<file path="src/fcr_pkg.sv">
package fcr_pkg;

    // -------------------------------------------------------------------------
    // opcodes: the first six matched on the low five bits of the first byte, the last three on the whole byte
    // -------------------------------------------------------------------------
    localparam logic [7:0] OPC_MASK = 8'h1f;
    localparam logic [7:0] OPC_READ = 8'h06;
    localparam logic [7:0] OPC_WRITE = 8'h05;
    localparam logic [7:0] OPC_VERIFY = 8'h16;
    localparam logic [7:0] OPC_FORMAT = 8'h0d;
    localparam logic [7:0] OPC_SEEK = 8'h0f;
    localparam logic [7:0] OPC_RECAL = 8'h07;
    localparam logic [7:0] OPC_SENSE_INT = 8'h08;
    localparam logic [7:0] OPC_PERP = 8'h12;
    localparam logic [7:0] OPC_SPECIFY = 8'h03;

    typedef enum logic [3:0] {
        FCR_CMD_INVALID = 4'h0,
        FCR_CMD_READ = 4'h1,
        FCR_CMD_WRITE = 4'h2,
        FCR_CMD_VERIFY = 4'h3,
        FCR_CMD_FORMAT = 4'h4,
        FCR_CMD_SEEK = 4'h5,
        FCR_CMD_RECAL = 4'h6,
        FCR_CMD_SENSE_INT = 4'h7,
        FCR_CMD_PERP = 4'h8,
        FCR_CMD_SPECIFY = 4'h9
    } fcr_cmd_t;

    typedef enum logic [1:0] {
        FCR_PH_CMD = 2'b00,
        FCR_PH_PARAM = 2'b01,
        FCR_PH_EXEC = 2'b11,
        FCR_PH_RESULT = 2'b10
    } fcr_phase_t;

    // -------------------------------------------------------------------------
    // byte counts, field positions, values
    // -------------------------------------------------------------------------
    localparam logic [3:0] NPAR_DATA = 4'h8;
    localparam logic [3:0] NPAR_FORMAT = 4'h5;
    localparam logic [3:0] NPAR_SEEK = 4'h2;
    localparam logic [3:0] NPAR_RECAL = 4'h1;
    localparam logic [3:0] NPAR_PERP = 4'h1;
    localparam logic [3:0] NPAR_SPECIFY = 4'h2;
    localparam logic [2:0] NRES_DATA = 3'h7;
    localparam logic [2:0] NRES_SENSE = 3'h2;
    localparam logic [2:0] NRES_INVALID = 3'h1;
    localparam int PAR_DEPTH = 9;
    localparam int RES_DEPTH = 7;
    localparam int IDX_UNIT = 1;
    localparam int IDX_CYL = 2;
    localparam int IDX_FMT_N = 2;
    localparam int IDX_N = 5;
    localparam int IDX_FILL = 5;
    localparam int IDX_DTL = 8;
    localparam int BIT_HEAD = 2;
    localparam int BIT_DIR = 6;
    localparam int BIT_EC = 7;
    localparam int BIT_REL = 7;
    localparam int BIT_PERP_D0 = 2;
    localparam int NUM_DRIVES = 2;
    localparam logic [1:0] DRIVE0_CODE = 2'b00;
    localparam logic [7:0] ST0_INVALID = 8'h80;
    localparam logic [15:0] SECTOR_BASE = 16'h0080;
    localparam logic [7:0] BYTE_RST = 8'h00;

endpackage

</file>
<file path="src/fcr_top.sv">
`timescale 1ns/1ps
`default_nettype none
module fcr_top
    import fcr_pkg::*;
(
    input wire logic ref_clk,
    input wire logic rst_n,
    input wire logic host_wr,
    input wire logic host_rd,
    input wire logic [7:0] host_wdata,
    output logic [7:0] host_rdata,
    output logic host_request_flag,
    output logic transfer_direction_flag,
    output logic command_busy_flag,
    output logic floppy_interrupt_line,
    output logic exec_start,
    output fcr_cmd_t exec_cmd,
    input wire logic exec_done,
    input wire logic res_wr,
    input wire logic [7:0] res_data,
    input wire logic [7:0] seek_status,
    input wire logic [15:0] byte_index,
    output logic [1:0] drive_select_field,
    output logic drive_valid,
    output logic head_select,
    output logic [7:0] cylinder,
    output logic step_inward,
    output logic relative_seek,
    output logic [NUM_DRIVES-1:0] perpendicular_drive_flags,
    output logic [15:0] sector_bytes,
    output logic [15:0] host_bytes,
    output logic [15:0] crc_bytes,
    output logic pass_to_host,
    output logic zero_fill,
    output logic [7:0] data_length_param,
    output logic enable_count_bit,
    output logic [7:0] sectors_per_track_param,
    output logic [7:0] fill_pattern
);

    // -------------------------------------------------------------------------
    // decode helpers
    // -------------------------------------------------------------------------
    function automatic fcr_cmd_t fcr_decode(input logic [7:0] b);
        logic [7:0] op;
        op = b & OPC_MASK;
        if (op == OPC_READ) fcr_decode = FCR_CMD_READ;
        else if (op == OPC_WRITE) fcr_decode = FCR_CMD_WRITE;
        else if (op == OPC_VERIFY) fcr_decode = FCR_CMD_VERIFY;
        else if (op == OPC_FORMAT) fcr_decode = FCR_CMD_FORMAT;
        else if (op == OPC_SEEK) fcr_decode = FCR_CMD_SEEK;
        else if (op == OPC_RECAL) fcr_decode = FCR_CMD_RECAL;
        else if (b == OPC_SENSE_INT) fcr_decode = FCR_CMD_SENSE_INT;
        else if (b == OPC_PERP) fcr_decode = FCR_CMD_PERP;
        else if (b == OPC_SPECIFY) fcr_decode = FCR_CMD_SPECIFY;
        else fcr_decode = FCR_CMD_INVALID;
    endfunction

    function automatic logic [3:0] fcr_npar(input fcr_cmd_t c);
        unique case (c)
            FCR_CMD_READ, FCR_CMD_WRITE, FCR_CMD_VERIFY: fcr_npar = NPAR_DATA;
            FCR_CMD_FORMAT: fcr_npar = NPAR_FORMAT;
            FCR_CMD_SEEK: fcr_npar = NPAR_SEEK;
            FCR_CMD_RECAL: fcr_npar = NPAR_RECAL;
            FCR_CMD_PERP: fcr_npar = NPAR_PERP;
            FCR_CMD_SPECIFY: fcr_npar = NPAR_SPECIFY;
            FCR_CMD_SENSE_INT, FCR_CMD_INVALID: fcr_npar = 4'h0;
        endcase
    endfunction

    // -------------------------------------------------------------------------
    // phase sequencing
    // -------------------------------------------------------------------------
    fcr_phase_t phase, next_phase;
    fcr_cmd_t cur_cmd, dec_cmd;
    logic [7:0] op_byte;
    logic [7:0] param_mem [PAR_DEPTH];
    logic [7:0] res_mem [RES_DEPTH];
    logic [3:0] pcnt;
    logic [2:0] res_total, rd_ptr, res_wptr;
    logic invalid_pend, wr_ok, rd_ok, go_exec, go_sense, go_invalid;
    logic perp_done, exec_int, last_param, last_read, start_q;

    // writes only in command phases, reads only while results stand
    assign wr_ok = host_wr && host_request_flag && !transfer_direction_flag &&
                   (phase == FCR_PH_CMD || phase == FCR_PH_PARAM);
    assign rd_ok = host_rd && host_request_flag && transfer_direction_flag &&
                   phase == FCR_PH_RESULT;
    assign dec_cmd = fcr_decode(host_wdata);
    assign last_param = (pcnt + 4'h1) == fcr_npar(cur_cmd);
    assign last_read = (rd_ptr + 3'h1) == res_total;

    always_comb begin
        next_phase = phase;
        go_exec = 1'b0;
        go_sense = 1'b0;
        go_invalid = 1'b0;
        perp_done = 1'b0;
        exec_int = 1'b0;
        unique case (phase)
            FCR_PH_CMD: begin
                if (wr_ok) begin
                    if (dec_cmd == FCR_CMD_INVALID) begin
                        go_invalid = 1'b1;
                    end else if (dec_cmd == FCR_CMD_SENSE_INT) begin
                        go_sense = 1'b1;
                        next_phase = FCR_PH_RESULT;
                    end else begin
                        next_phase = FCR_PH_PARAM;
                    end
                end
            end
            FCR_PH_PARAM: begin
                if (wr_ok && last_param) begin
                    if (cur_cmd == FCR_CMD_PERP || cur_cmd == FCR_CMD_SPECIFY) begin
                        perp_done = cur_cmd == FCR_CMD_PERP;
                        next_phase = FCR_PH_CMD;
                    end else begin
                        go_exec = 1'b1;
                        next_phase = FCR_PH_EXEC;
                    end
                end
            end
            FCR_PH_EXEC: begin
                if (exec_done) begin
                    exec_int = 1'b1;
                    if (cur_cmd == FCR_CMD_SEEK || cur_cmd == FCR_CMD_RECAL) begin
                        next_phase = FCR_PH_CMD;
                    end else begin
                        next_phase = FCR_PH_RESULT;
                    end
                end
            end
            FCR_PH_RESULT: begin
                // no command is taken until the last result byte is out
                if (rd_ok && last_read) begin
                    next_phase = FCR_PH_CMD;
                end
            end
        endcase
    end

    always_ff @(posedge ref_clk) begin
        if (!rst_n) begin
            phase <= FCR_PH_CMD;
            cur_cmd <= FCR_CMD_INVALID;
            op_byte <= BYTE_RST;
            pcnt <= 4'h0;
        end else begin
            phase <= next_phase;
            if (phase == FCR_PH_CMD && wr_ok) begin
                cur_cmd <= dec_cmd;
                op_byte <= host_wdata;
                pcnt <= 4'h0;
            end else if (phase == FCR_PH_PARAM && wr_ok) begin
                pcnt <= pcnt + 4'h1;
            end
        end
    end

    always_ff @(posedge ref_clk) begin
        if (!rst_n) begin
            for (int i = 0; i < PAR_DEPTH; i++) begin
                param_mem[i] <= BYTE_RST;
            end
        end else if (phase == FCR_PH_PARAM && wr_ok) begin
            param_mem[pcnt + 4'h1] <= host_wdata;
        end
    end

    // -------------------------------------------------------------------------
    // result buffer: filled by the engine, or locally for sense interrupt
    // -------------------------------------------------------------------------
    always_ff @(posedge ref_clk) begin
        if (!rst_n) begin
            for (int i = 0; i < RES_DEPTH; i++) begin
                res_mem[i] <= BYTE_RST;
            end
            res_wptr <= 3'h0;
            res_total <= 3'h0;
            invalid_pend <= 1'b0;
        end else begin
            if (go_invalid) begin
                invalid_pend <= 1'b1;
            end else if (go_sense) begin
                invalid_pend <= 1'b0;
            end
            if (go_sense) begin
                res_mem[0] <= invalid_pend ? ST0_INVALID : seek_status;
                res_mem[1] <= cylinder;
                res_total <= invalid_pend ? NRES_INVALID : NRES_SENSE;
            end else if (go_exec) begin
                res_wptr <= 3'h0;
                res_total <= NRES_DATA;
            end else if (res_wr && phase == FCR_PH_EXEC && res_wptr < NRES_DATA) begin
                res_mem[res_wptr] <= res_data;
                res_wptr <= res_wptr + 3'h1;
            end
        end
    end

    // -------------------------------------------------------------------------
    // host data port and status flags
    // -------------------------------------------------------------------------
    always_ff @(posedge ref_clk) begin
        if (!rst_n) begin
            rd_ptr <= 3'h0;
            host_rdata <= BYTE_RST;
        end else if (next_phase == FCR_PH_RESULT && phase != FCR_PH_RESULT) begin
            rd_ptr <= 3'h0;
            host_rdata <= go_sense ? (invalid_pend ? ST0_INVALID : seek_status) : res_mem[0];
        end else if (rd_ok && !last_read) begin
            rd_ptr <= rd_ptr + 3'h1;
            host_rdata <= res_mem[rd_ptr + 3'h1];
        end
    end

    // request drops for one cycle after every accepted byte, and stays low through execution, so the host
    // never sees a stale byte or double-writes before it is processed
    always_ff @(posedge ref_clk) begin
        if (!rst_n) begin
            host_request_flag <= 1'b1;
            transfer_direction_flag <= 1'b0;
            command_busy_flag <= 1'b0;
        end else begin
            host_request_flag <= (next_phase != FCR_PH_EXEC) && !wr_ok && !rd_ok;
            transfer_direction_flag <= next_phase == FCR_PH_RESULT;
            command_busy_flag <= next_phase != FCR_PH_CMD;
        end
    end

    // set wins over clear: a new event in the clearing cycle is kept
    always_ff @(posedge ref_clk) begin
        if (!rst_n) begin
            floppy_interrupt_line <= 1'b0;
        end else if (exec_int || go_invalid) begin
            floppy_interrupt_line <= 1'b1;
        end else if (go_sense || rd_ok) begin
            floppy_interrupt_line <= 1'b0;
        end
    end

    // parameters settle one edge after the last byte, so start waits two
    always_ff @(posedge ref_clk) begin
        if (!rst_n) begin
            start_q <= 1'b0;
            exec_start <= 1'b0;
            exec_cmd <= FCR_CMD_INVALID;
        end else begin
            start_q <= go_exec;
            exec_start <= start_q;
            exec_cmd <= cur_cmd;
        end
    end

    // -------------------------------------------------------------------------
    // parameter decoding
    // -------------------------------------------------------------------------
    logic [2:0] size_code;
    logic [15:0] sec_len;
    logic [15:0] lim_len;
    logic is_fmt, is_wr;

    assign is_fmt = cur_cmd == FCR_CMD_FORMAT;
    assign is_wr = cur_cmd == FCR_CMD_WRITE || is_fmt;
    assign size_code = is_fmt ? param_mem[IDX_FMT_N][2:0] : param_mem[IDX_N][2:0];
    assign sec_len = SECTOR_BASE << size_code;
    // data length only trims when the size code is zero, else ignored
    assign lim_len = (size_code == 3'h0 && {8'h00, param_mem[IDX_DTL]} < sec_len) ?
                     {8'h00, param_mem[IDX_DTL]} : sec_len;

    always_ff @(posedge ref_clk) begin
        if (!rst_n) begin
            drive_select_field <= 2'b00;
            drive_valid <= 1'b1;
            head_select <= 1'b0;
            cylinder <= BYTE_RST;
            step_inward <= 1'b0;
            relative_seek <= 1'b0;
        end else begin
            drive_select_field <= param_mem[IDX_UNIT][1:0];
            drive_valid <= param_mem[IDX_UNIT][1:0] == DRIVE0_CODE;
            head_select <= param_mem[IDX_UNIT][BIT_HEAD];
            cylinder <= param_mem[IDX_CYL];
            step_inward <= op_byte[BIT_DIR];
            relative_seek <= cur_cmd == FCR_CMD_SEEK && op_byte[BIT_REL];
        end
    end

    always_ff @(posedge ref_clk) begin
        if (!rst_n) begin
            sector_bytes <= SECTOR_BASE;
            host_bytes <= SECTOR_BASE;
            crc_bytes <= SECTOR_BASE;
            pass_to_host <= 1'b0;
            zero_fill <= 1'b0;
        end else begin
            sector_bytes <= sec_len;
            host_bytes <= lim_len;
            crc_bytes <= sec_len;
            pass_to_host <= !is_wr && byte_index < lim_len;
            zero_fill <= is_wr && !is_fmt && byte_index >= lim_len;
        end
    end

    always_ff @(posedge ref_clk) begin
        if (!rst_n) begin
            data_length_param <= BYTE_RST;
            enable_count_bit <= 1'b0;
            sectors_per_track_param <= BYTE_RST;
            fill_pattern <= BYTE_RST;
        end else begin
            data_length_param <= param_mem[IDX_DTL];
            enable_count_bit <= cur_cmd == FCR_CMD_VERIFY && op_byte[BIT_EC];
            if (cur_cmd == FCR_CMD_VERIFY && op_byte[BIT_EC]) begin
                sectors_per_track_param <= param_mem[IDX_DTL];
            end
            fill_pattern <= param_mem[IDX_FILL];
        end
    end

    genvar d;
    generate
        for (d = 0; d < NUM_DRIVES; d++) begin : g_perp
            always_ff @(posedge ref_clk) begin
                if (!rst_n) begin
                    perpendicular_drive_flags[d] <= 1'b0;
                end else if (perp_done) begin
                    perpendicular_drive_flags[d] <= host_wdata[BIT_PERP_D0 + d];
                end
            end
        end
    endgenerate

endmodule // fcr_top
`default_nettype wire

</file>
<file path="config.mk">
export PLATFORM = sky130hd
export DESIGN_NAME = fcr_top
export DESIGN_NICKNAME = d
export VERILOG_FILES = /design/src/fcr_pkg.sv /design/src/fcr_top.sv
export SDC_FILE = /design/constraint.sdc
export NUM_CORES = 1
export LEC_CHECK = 0
export ABC_AREA = 1
export BUFFER_PORTS_ARGS = -buffer_cell sky130_fd_sc_hd__buf_4
export CAP_MARGIN = 25
export CORE_AREA = 2 2 146 254
export DETAILED_ROUTE_END_ITERATION = 16
export DIE_AREA = 0 0 148 256
export GPL_TIMING_DRIVEN = 1
export PLACE_DENSITY = 0.49
export SLEW_MARGIN = 20
export SYNTH_ARGS = -nofsm -noshare
export SYNTH_HDL_FRONTEND = slang
export SYNTH_SLANG_ARGS = --single-unit
</file>
<file path="constraint.sdc">
create_clock -name ref_clk -period 7.4 [get_ports ref_clk]
set_input_delay 0.37 -clock ref_clk [delete_from_list [all_inputs] [get_ports ref_clk]]
set_output_delay 0.37 -clock ref_clk [all_outputs]
set_load 0.05 [all_outputs]
</file>
* Yosys cells after proc, flatten, opt, wreduce, memory -nomap -nowiden
Memory sizes are Yosys's and may differ from the RTL's.
Cells that the tools add are included.
W data, S select, Z words.
** Storage, ports and cells
- Memories :: 2
- Output and inout port bits :: 108
- Input bits :: 46
- Logic and storage cells :: 196
- Bits in writable memories :: 128
- Register bits :: 121
** Memories
- param_mem :: depth 9, width 8, read ports 4, clocked after memory_dff 0, wr ports 9, RTL line fcr_top.sv:77 : logic [7:0] param_mem [PAR_DEPTH];
- res_mem :: depth 7, width 8, read ports 2, clocked after memory_dff 0, wr ports 7, RTL line fcr_top.sv:78 : logic [7:0] res_mem [RES_DEPTH];
** Operators by class
- Bitwise logic cells :: 4
- Shift-type cells :: 1
- Equality and inequality tests :: 27
- Order comparisons :: 4
- $add $sub $neg :: 3
- Reduce and logical (&&, ||, !) cells :: 54
- Multiplexer cells :: 69
** Operators by type and width (number)
- $mux W8 :: 8
- $mux W4 :: 10
- $mux W1 :: 33
- $logic_and A1 B1 Y1 :: 22
- $eq A4 B3 Y1 const B :: 5
- $pmux W4 S5 :: 1
- $mux W2 :: 9
- $mux W3 :: 6
- $ge A16 B16 Y1 :: 1
- $lt A16 B16 Y1 :: 1
- $lt A8 B16 Y1 :: 1
- $mux W16 :: 1
- $reduce_or A8 Y1 :: 2
- $shl A8 B3 Y16 const A :: 1
- $eq A5 B3 Y1 const B :: 3
- $reduce_bool A2 Y1 :: 6
- $eq A5 B4 Y1 const B :: 2
- $reduce_or A2 Y1 :: 5
- $eq A4 B2 Y1 const B :: 2
- $eq A4 B4 Y1 const B :: 2
- $eq A8 B2 Y1 const B :: 1
- $eq A8 B4 Y1 const B :: 1
- $eq A8 B5 Y1 const B :: 1
- $logic_not A4 Y1 :: 2
- other kinds (19) :: 36

* Depth between registers and ports, before layout
- Depth in word-level cells :: 20
- Mapped depth :: 25
- Mapped depth without buffers :: 24

* Least setup slack after synthesis
Ideal clock, no wire load.
- Path kind :: register to register
- Start :: reg cur_cmd[3]
- End :: reg zero_fill
- Path slack :: 4.381 ns
- Arrival :: 2.908 ns
- Required time :: 7.289 ns
- Setup time :: 0.111 ns
- Cell stages (with the launch flop) :: 23
- Clock period less this slack :: 3.019 ns
- Path buffers :: 0
- Path through :: dfxtp_1 -> inv_2 -> nand2_2 -> nor2_2 -> or2_0 -> o21ai_1 -> inv_1 -> nor2_2 -> nand2_2 -> ha_1 -> nor2_1 -> inv_1 -> nor2_4 -> nand2_1 -> ha_1 -> a21oi_1 -> o21a_1 -> o221ai_1 -> nand2_1 -> nand2_1 -> a21oi_1 -> nand3b_1 -> inv_1
** Between the ends
- Cells in the longest elaborated chain, start to end :: 8
- Elaborated cells on any way between the ends :: 13
- Classes of those cells :: order compare: 2; eq/ne: 2; shift: 1; mux: 2; reduce/logical: 6
** RTL lines
- start, declared :: RTL line fcr_top.sv:75 : fcr_cmd_t cur_cmd, dec_cmd;
- start signal, assigned :: RTL line fcr_top.sv:152 : cur_cmd <= dec_cmd;
- $eq A4 B3 Y1 :: RTL line fcr_top.sv:264 : assign is_fmt = cur_cmd == FCR_CMD_FORMAT;
- $mux W3 :: RTL line fcr_top.sv:266 : assign size_code = is_fmt ? param_mem[IDX_FMT_N][2:0] : param_mem[IDX_N][2:0];
- $shl A8 B3 Y16 :: RTL line fcr_top.sv:267 : assign sec_len = SECTOR_BASE << size_code;
- $lt A8 B16 Y1 :: RTL line fcr_top.sv:269 : assign lim_len = (size_code == 3'h0 && {8'h00, param_mem[IDX_DTL]} < sec_len) ?
- $logic_and A1 B1 Y1 :: RTL line fcr_top.sv:269
- $mux W16 :: RTL line fcr_top.sv:269
- $ge A16 B16 Y1 :: RTL line fcr_top.sv:302 : zero_fill <= is_wr && !is_fmt && byte_index >= lim_len;
- $logic_and A1 B1 Y1 * :: RTL line fcr_top.sv:302
- end signal, assigned :: RTL line fcr_top.sv:302
- end, declared :: RTL line fcr_top.sv:34 : output logic zero_fill,
Every way passes the cells marked *; elsewhere a longest branch is shown, timed or not.
A chain may end at the register's enable or synchronous reset.

* Worst setup path in the final report
- Start :: reg cur_cmd[2]
- End :: reg zero_fill
The elaborated chain is that of the path after synthesis.

==> results.json <==
{
  "drc": 0,
  "period_minus_slack_ns": 3.479,
  "cp_data_arrival_time_ns": 3.89,
  "dpl.hpwl_mm": 21.18,
  "rsz0062_at_grt": "no",
  "grt_pass1_vias": 7074,
  "synth_seq_area_share_pct": 53.96,
  "cp-start-kind": "flop",
  "grt_pass1_wl_mm": 40.85,
  "ys_ff_latch": 197,
  "cpMostUsedCell": "nand2_1",
  "path_cells": "inv_2 -> nor2_4 -> nand2_2 -> o21ai_0 -> inv_1 -> nand2_2 -> ha_1 -> nor2_1 -> inv_1 -> nor2_4 -> nand2_1 -> ha_1 -> nand2_1 -> o21a_1 -> o221ai_1 -> nand2_1 -> nand2_1 -> a21oi_1 -> nand3b_1 -> inv_1",
  "p_total_uw": 2427,
  "synth_area_per_cell_um2": 8.666,
  "clk_pin_slew_ns": 0.08,
  "critPathMaxStageDelay_ns": 0.47,
  "vias_per_cell": 4.326,
  "crit_fanout": 7,
  "synth_edf_count": 83,
  "wl_per_cell_um": 16.68,
  "die_w_um": 148,
  "synth_top_cell_area_share_pct": 28.17,
  "antenna_found_initial": 0,
  "p_per_area_mw_per_mm2": 223.9,
  "cts_tree": "done",
  "critical_path.top_delay_family": "simple AND/OR/NAND/NOR gates",
  "nNetsFinal": 1218,
  "postLayoutCoreUtil_pct": 30.18,
  "numCtsBuffers": 17,
  "drt-total-wl_mm": 27.25,
  "post_cts_buffers": 0,
  "worst_slew_pin_slew_ns": 0.8544,
  "cts_max_level": 4,
  "grt_overflow_total": 0,
  "cts_sinks": 197,
  "track_usage_pct": 14.53,
  "fin_crit_sh_pct": 47.02,
  "gp_congestion": 0.8113,
  "io_pins": 154,
  "yosys_warnings": 0,
  "crit_type": "reg2reg",
  "synthCells": 1021,
  "finalHoldViolations": 0,
  "syn2layout_area_growth_pct": 22.50,
  "dp.cells": 1602,
  "hp-class": "in2reg",
  "max_freq_mhz": 287.4,
  "die_area_mm2": 0.03789,
  "cap_viol_max_count": 0,
  "drt_iter0_drc": 397,
  "postRouteAntennaNets": 0,
  "setup_violations": 0,
  "io_buffers": 136,
  "vias": 7069,
  "worst_clock_skew_ns": 0.01068,
  "grt_start_max_net_pins": 38,
  "relSlewSlack_pct": 42.83,
  "root_buffer": "clkbuf_16",
  "cts.repair.resized": 0,
  "antenna_cells": 0,
  "end_kind": "flop",
  "dieHeight_um": 256,
  "async_flop_share_pct": 0,
  "layout.cells.non_filler": 1634,
  "clock_latency_ns": 0.46,
  "cts_buffer_depth": 2,
  "ys.flop_type": "dfxtp_1",
  "cp.required_ns": 7.82,
  "n_fill_cell": 3870,
  "slowest_stage": "o21ai_0",
  "ir_drop_uv": 191.8,
  "status": "complete, no violations",
  "setup_tns_ns": 0,
  "p_leak_uw": 0.004861,
  "syn_area_mm2": 0.008848,
  "coreArea_mm2": 0.03591,
  "maxSlewViolCount": 0,
  "synth_largest_area_cell": "edfxtp_1",
  "start_util_pct": 24.64,
  "first_pass_iters": 7,
  "rows": 92,
  "cp_num_buf_inv": 4,
  "synth.distinct_cells": 51,
  "synth_area_leaders": "edfxtp_1 (28%), dfxtp_1 (26%), nor2_1 (8.1%)",
  "drive_above_1_share_pct": 19.33,
  "hold_buffers": 0
}
area by class of cell:
| type | count | area [um2] | area share (%) |
|---|---|---|---|
| clock buffer | 19 | 454.2 | 4.190 |
| timing repair buffer | 143 | 1074 | 9.904 |
| sequential | 197 | 4775 | 44.05 |
| tap | 470 | 588.1 | 5.425 |
| clock inverter | 13 | 130.1 | 1.201 |
| inverter | 129 | 484.2 | 4.467 |
| multi-input combinational | 663 | 3334 | 30.76 |
kinds of logic after synthesis:
kind of cell | synth area share, %
AOI/OAI and AO/OA | 9.714
other | 0.04238
and+or+nand+nor | 23.56
xor gates and xnor gates | 0.2970
adders and majority gates | 2.969
buffers and inverters | 9.460
DFF | 53.96
cell usage after synthesis, types with 2 or more instances:
| cell | number |
|---|---|
| nand2_1 | 185 |
| o211ai_1 | 2 |
| buf_2 | 4 |
| a31o_2 | 2 |
| nor3_1 | 4 |
| clkinv_1 | 4 |
| nor4_1 | 3 |
| buf_6 | 2 |
| buf_1 | 7 |
| nand2_2 | 10 |
| nor2_2 | 5 |
| a211oi_1 | 6 |
| inv_2 | 10 |
| nand3_1 | 43 |
| nand3b_1 | 2 |
| buf_4 | 25 |
| clkbuf_1 | 14 |
| o221ai_1 | 2 |
| inv_1 | 115 |
| or2_0 | 2 |
| nand3_4 | 3 |
| nor2_4 | 6 |
| nand4_1 | 7 |
| clkbuf_8 | 2 |
| o21ai_0 | 61 |
| ha_1 | 21 |
| o22ai_1 | 12 |
| edfxtp_1 | 83 |
| o32ai_1 | 16 |
| xnor2_1 | 2 |
| nand2_4 | 3 |
| a21oi_1 | 34 |
| nor2_1 | 190 |
| nand3_2 | 4 |
| dfxtp_1 | 114 |
through the flow:
step	hold WS (ns)	setup WS (ns)	cell area, um2
after CTS	0.1702	3.935	10840
after detailed placement	0.4200	3.949	10250
after global routing	0.1897	3.542	10840
after floorplan	0.3905	4.381	8939
final	0.1772	3.921	10840
after global placement	0.4143	3.987	10250
worst register-to-register path, delay by kind of cell, from the launching register on:
family,cells,cell delay (ns)
AND/OR/NAND/NOR,10,1.16
flip-flops,1,0.45
AO/OA/AOI/OAI,4,0.86
buffers and inverters,4,0.44
adder cells (fa/ha/maj),2,0.53
layout by cell type, fill, tap and decap left out, drive strengths merged, types with 6 or more instances in the layout:
master | Yosys | final
clkinv | 4 | 7
o22ai | 12 | 12
o32ai | 16 | 16
conb | 1 | 25
a21oi | 36 | 36
clkbuf | 17 | 19
nand2 | 198 | 198
buf | 38 | 143
nand4 | 8 | 8
nor2 | 202 | 202
a211oi | 6 | 6
ha | 21 | 21
edfxtp | 83 | 83
inv | 125 | 134
nand3 | 50 | 50
o21ai | 63 | 63
dfxtp | 114 | 114
report_power, final:
group	internal [uW]	switching [uW]	leakage [uW]
Combinational	86.5	222	0.00279
Sequential	1170	23.7	0.00179
Clock	469	459	0.000287
final timing paths:
| kind | endpoint | cells after the start | from | slack (ns) |
|---|---|---|---|---|
| worst max-delay path | zero_fill$_SDFF_PN0_ | 20 | cur_cmd[2]$_SDFFE_PN0P_ | 3.92 |
| worst min-delay path | res_mem[6][7]$_SDFFE_PN0P_ | 3 | res_data[7] | 0.18 |
| worst min register to register | cylinder[3]$_SDFF_PN0_ | 2 | param_mem[2][3]$_SDFFCE_PN0P_ | 0.43 |
| worst max register to register | zero_fill$_SDFF_PN0_ | 20 | cur_cmd[2]$_SDFFE_PN0P_ | 3.92 |
layer usage:
metal  global-route usage, %  wire [um]
met4                   7.302       1057
met3                   2.264        709
met2                   29.32      15970
met1                   13.66       9510
met5                       0          0
sequential cells by signal, indices dropped and copies added, names as in the netlist, 2 cells and up:
name,flops
res_wptr,3
pcnt,4
sectors_per_track_param,8
host_rdata,8
crc_bytes,8
phase,2
res_mem,64
exec_cmd,4
op_byte,2
data_length_param,8
cylinder,8
perpendicular_drive_flags,2
cur_cmd,4
host_bytes,15
rd_ptr,3
drive_select_field,2
res_total,3
param_mem,27
fill_pattern,8
Note: power is estimated with default switching activity, not from simulation.
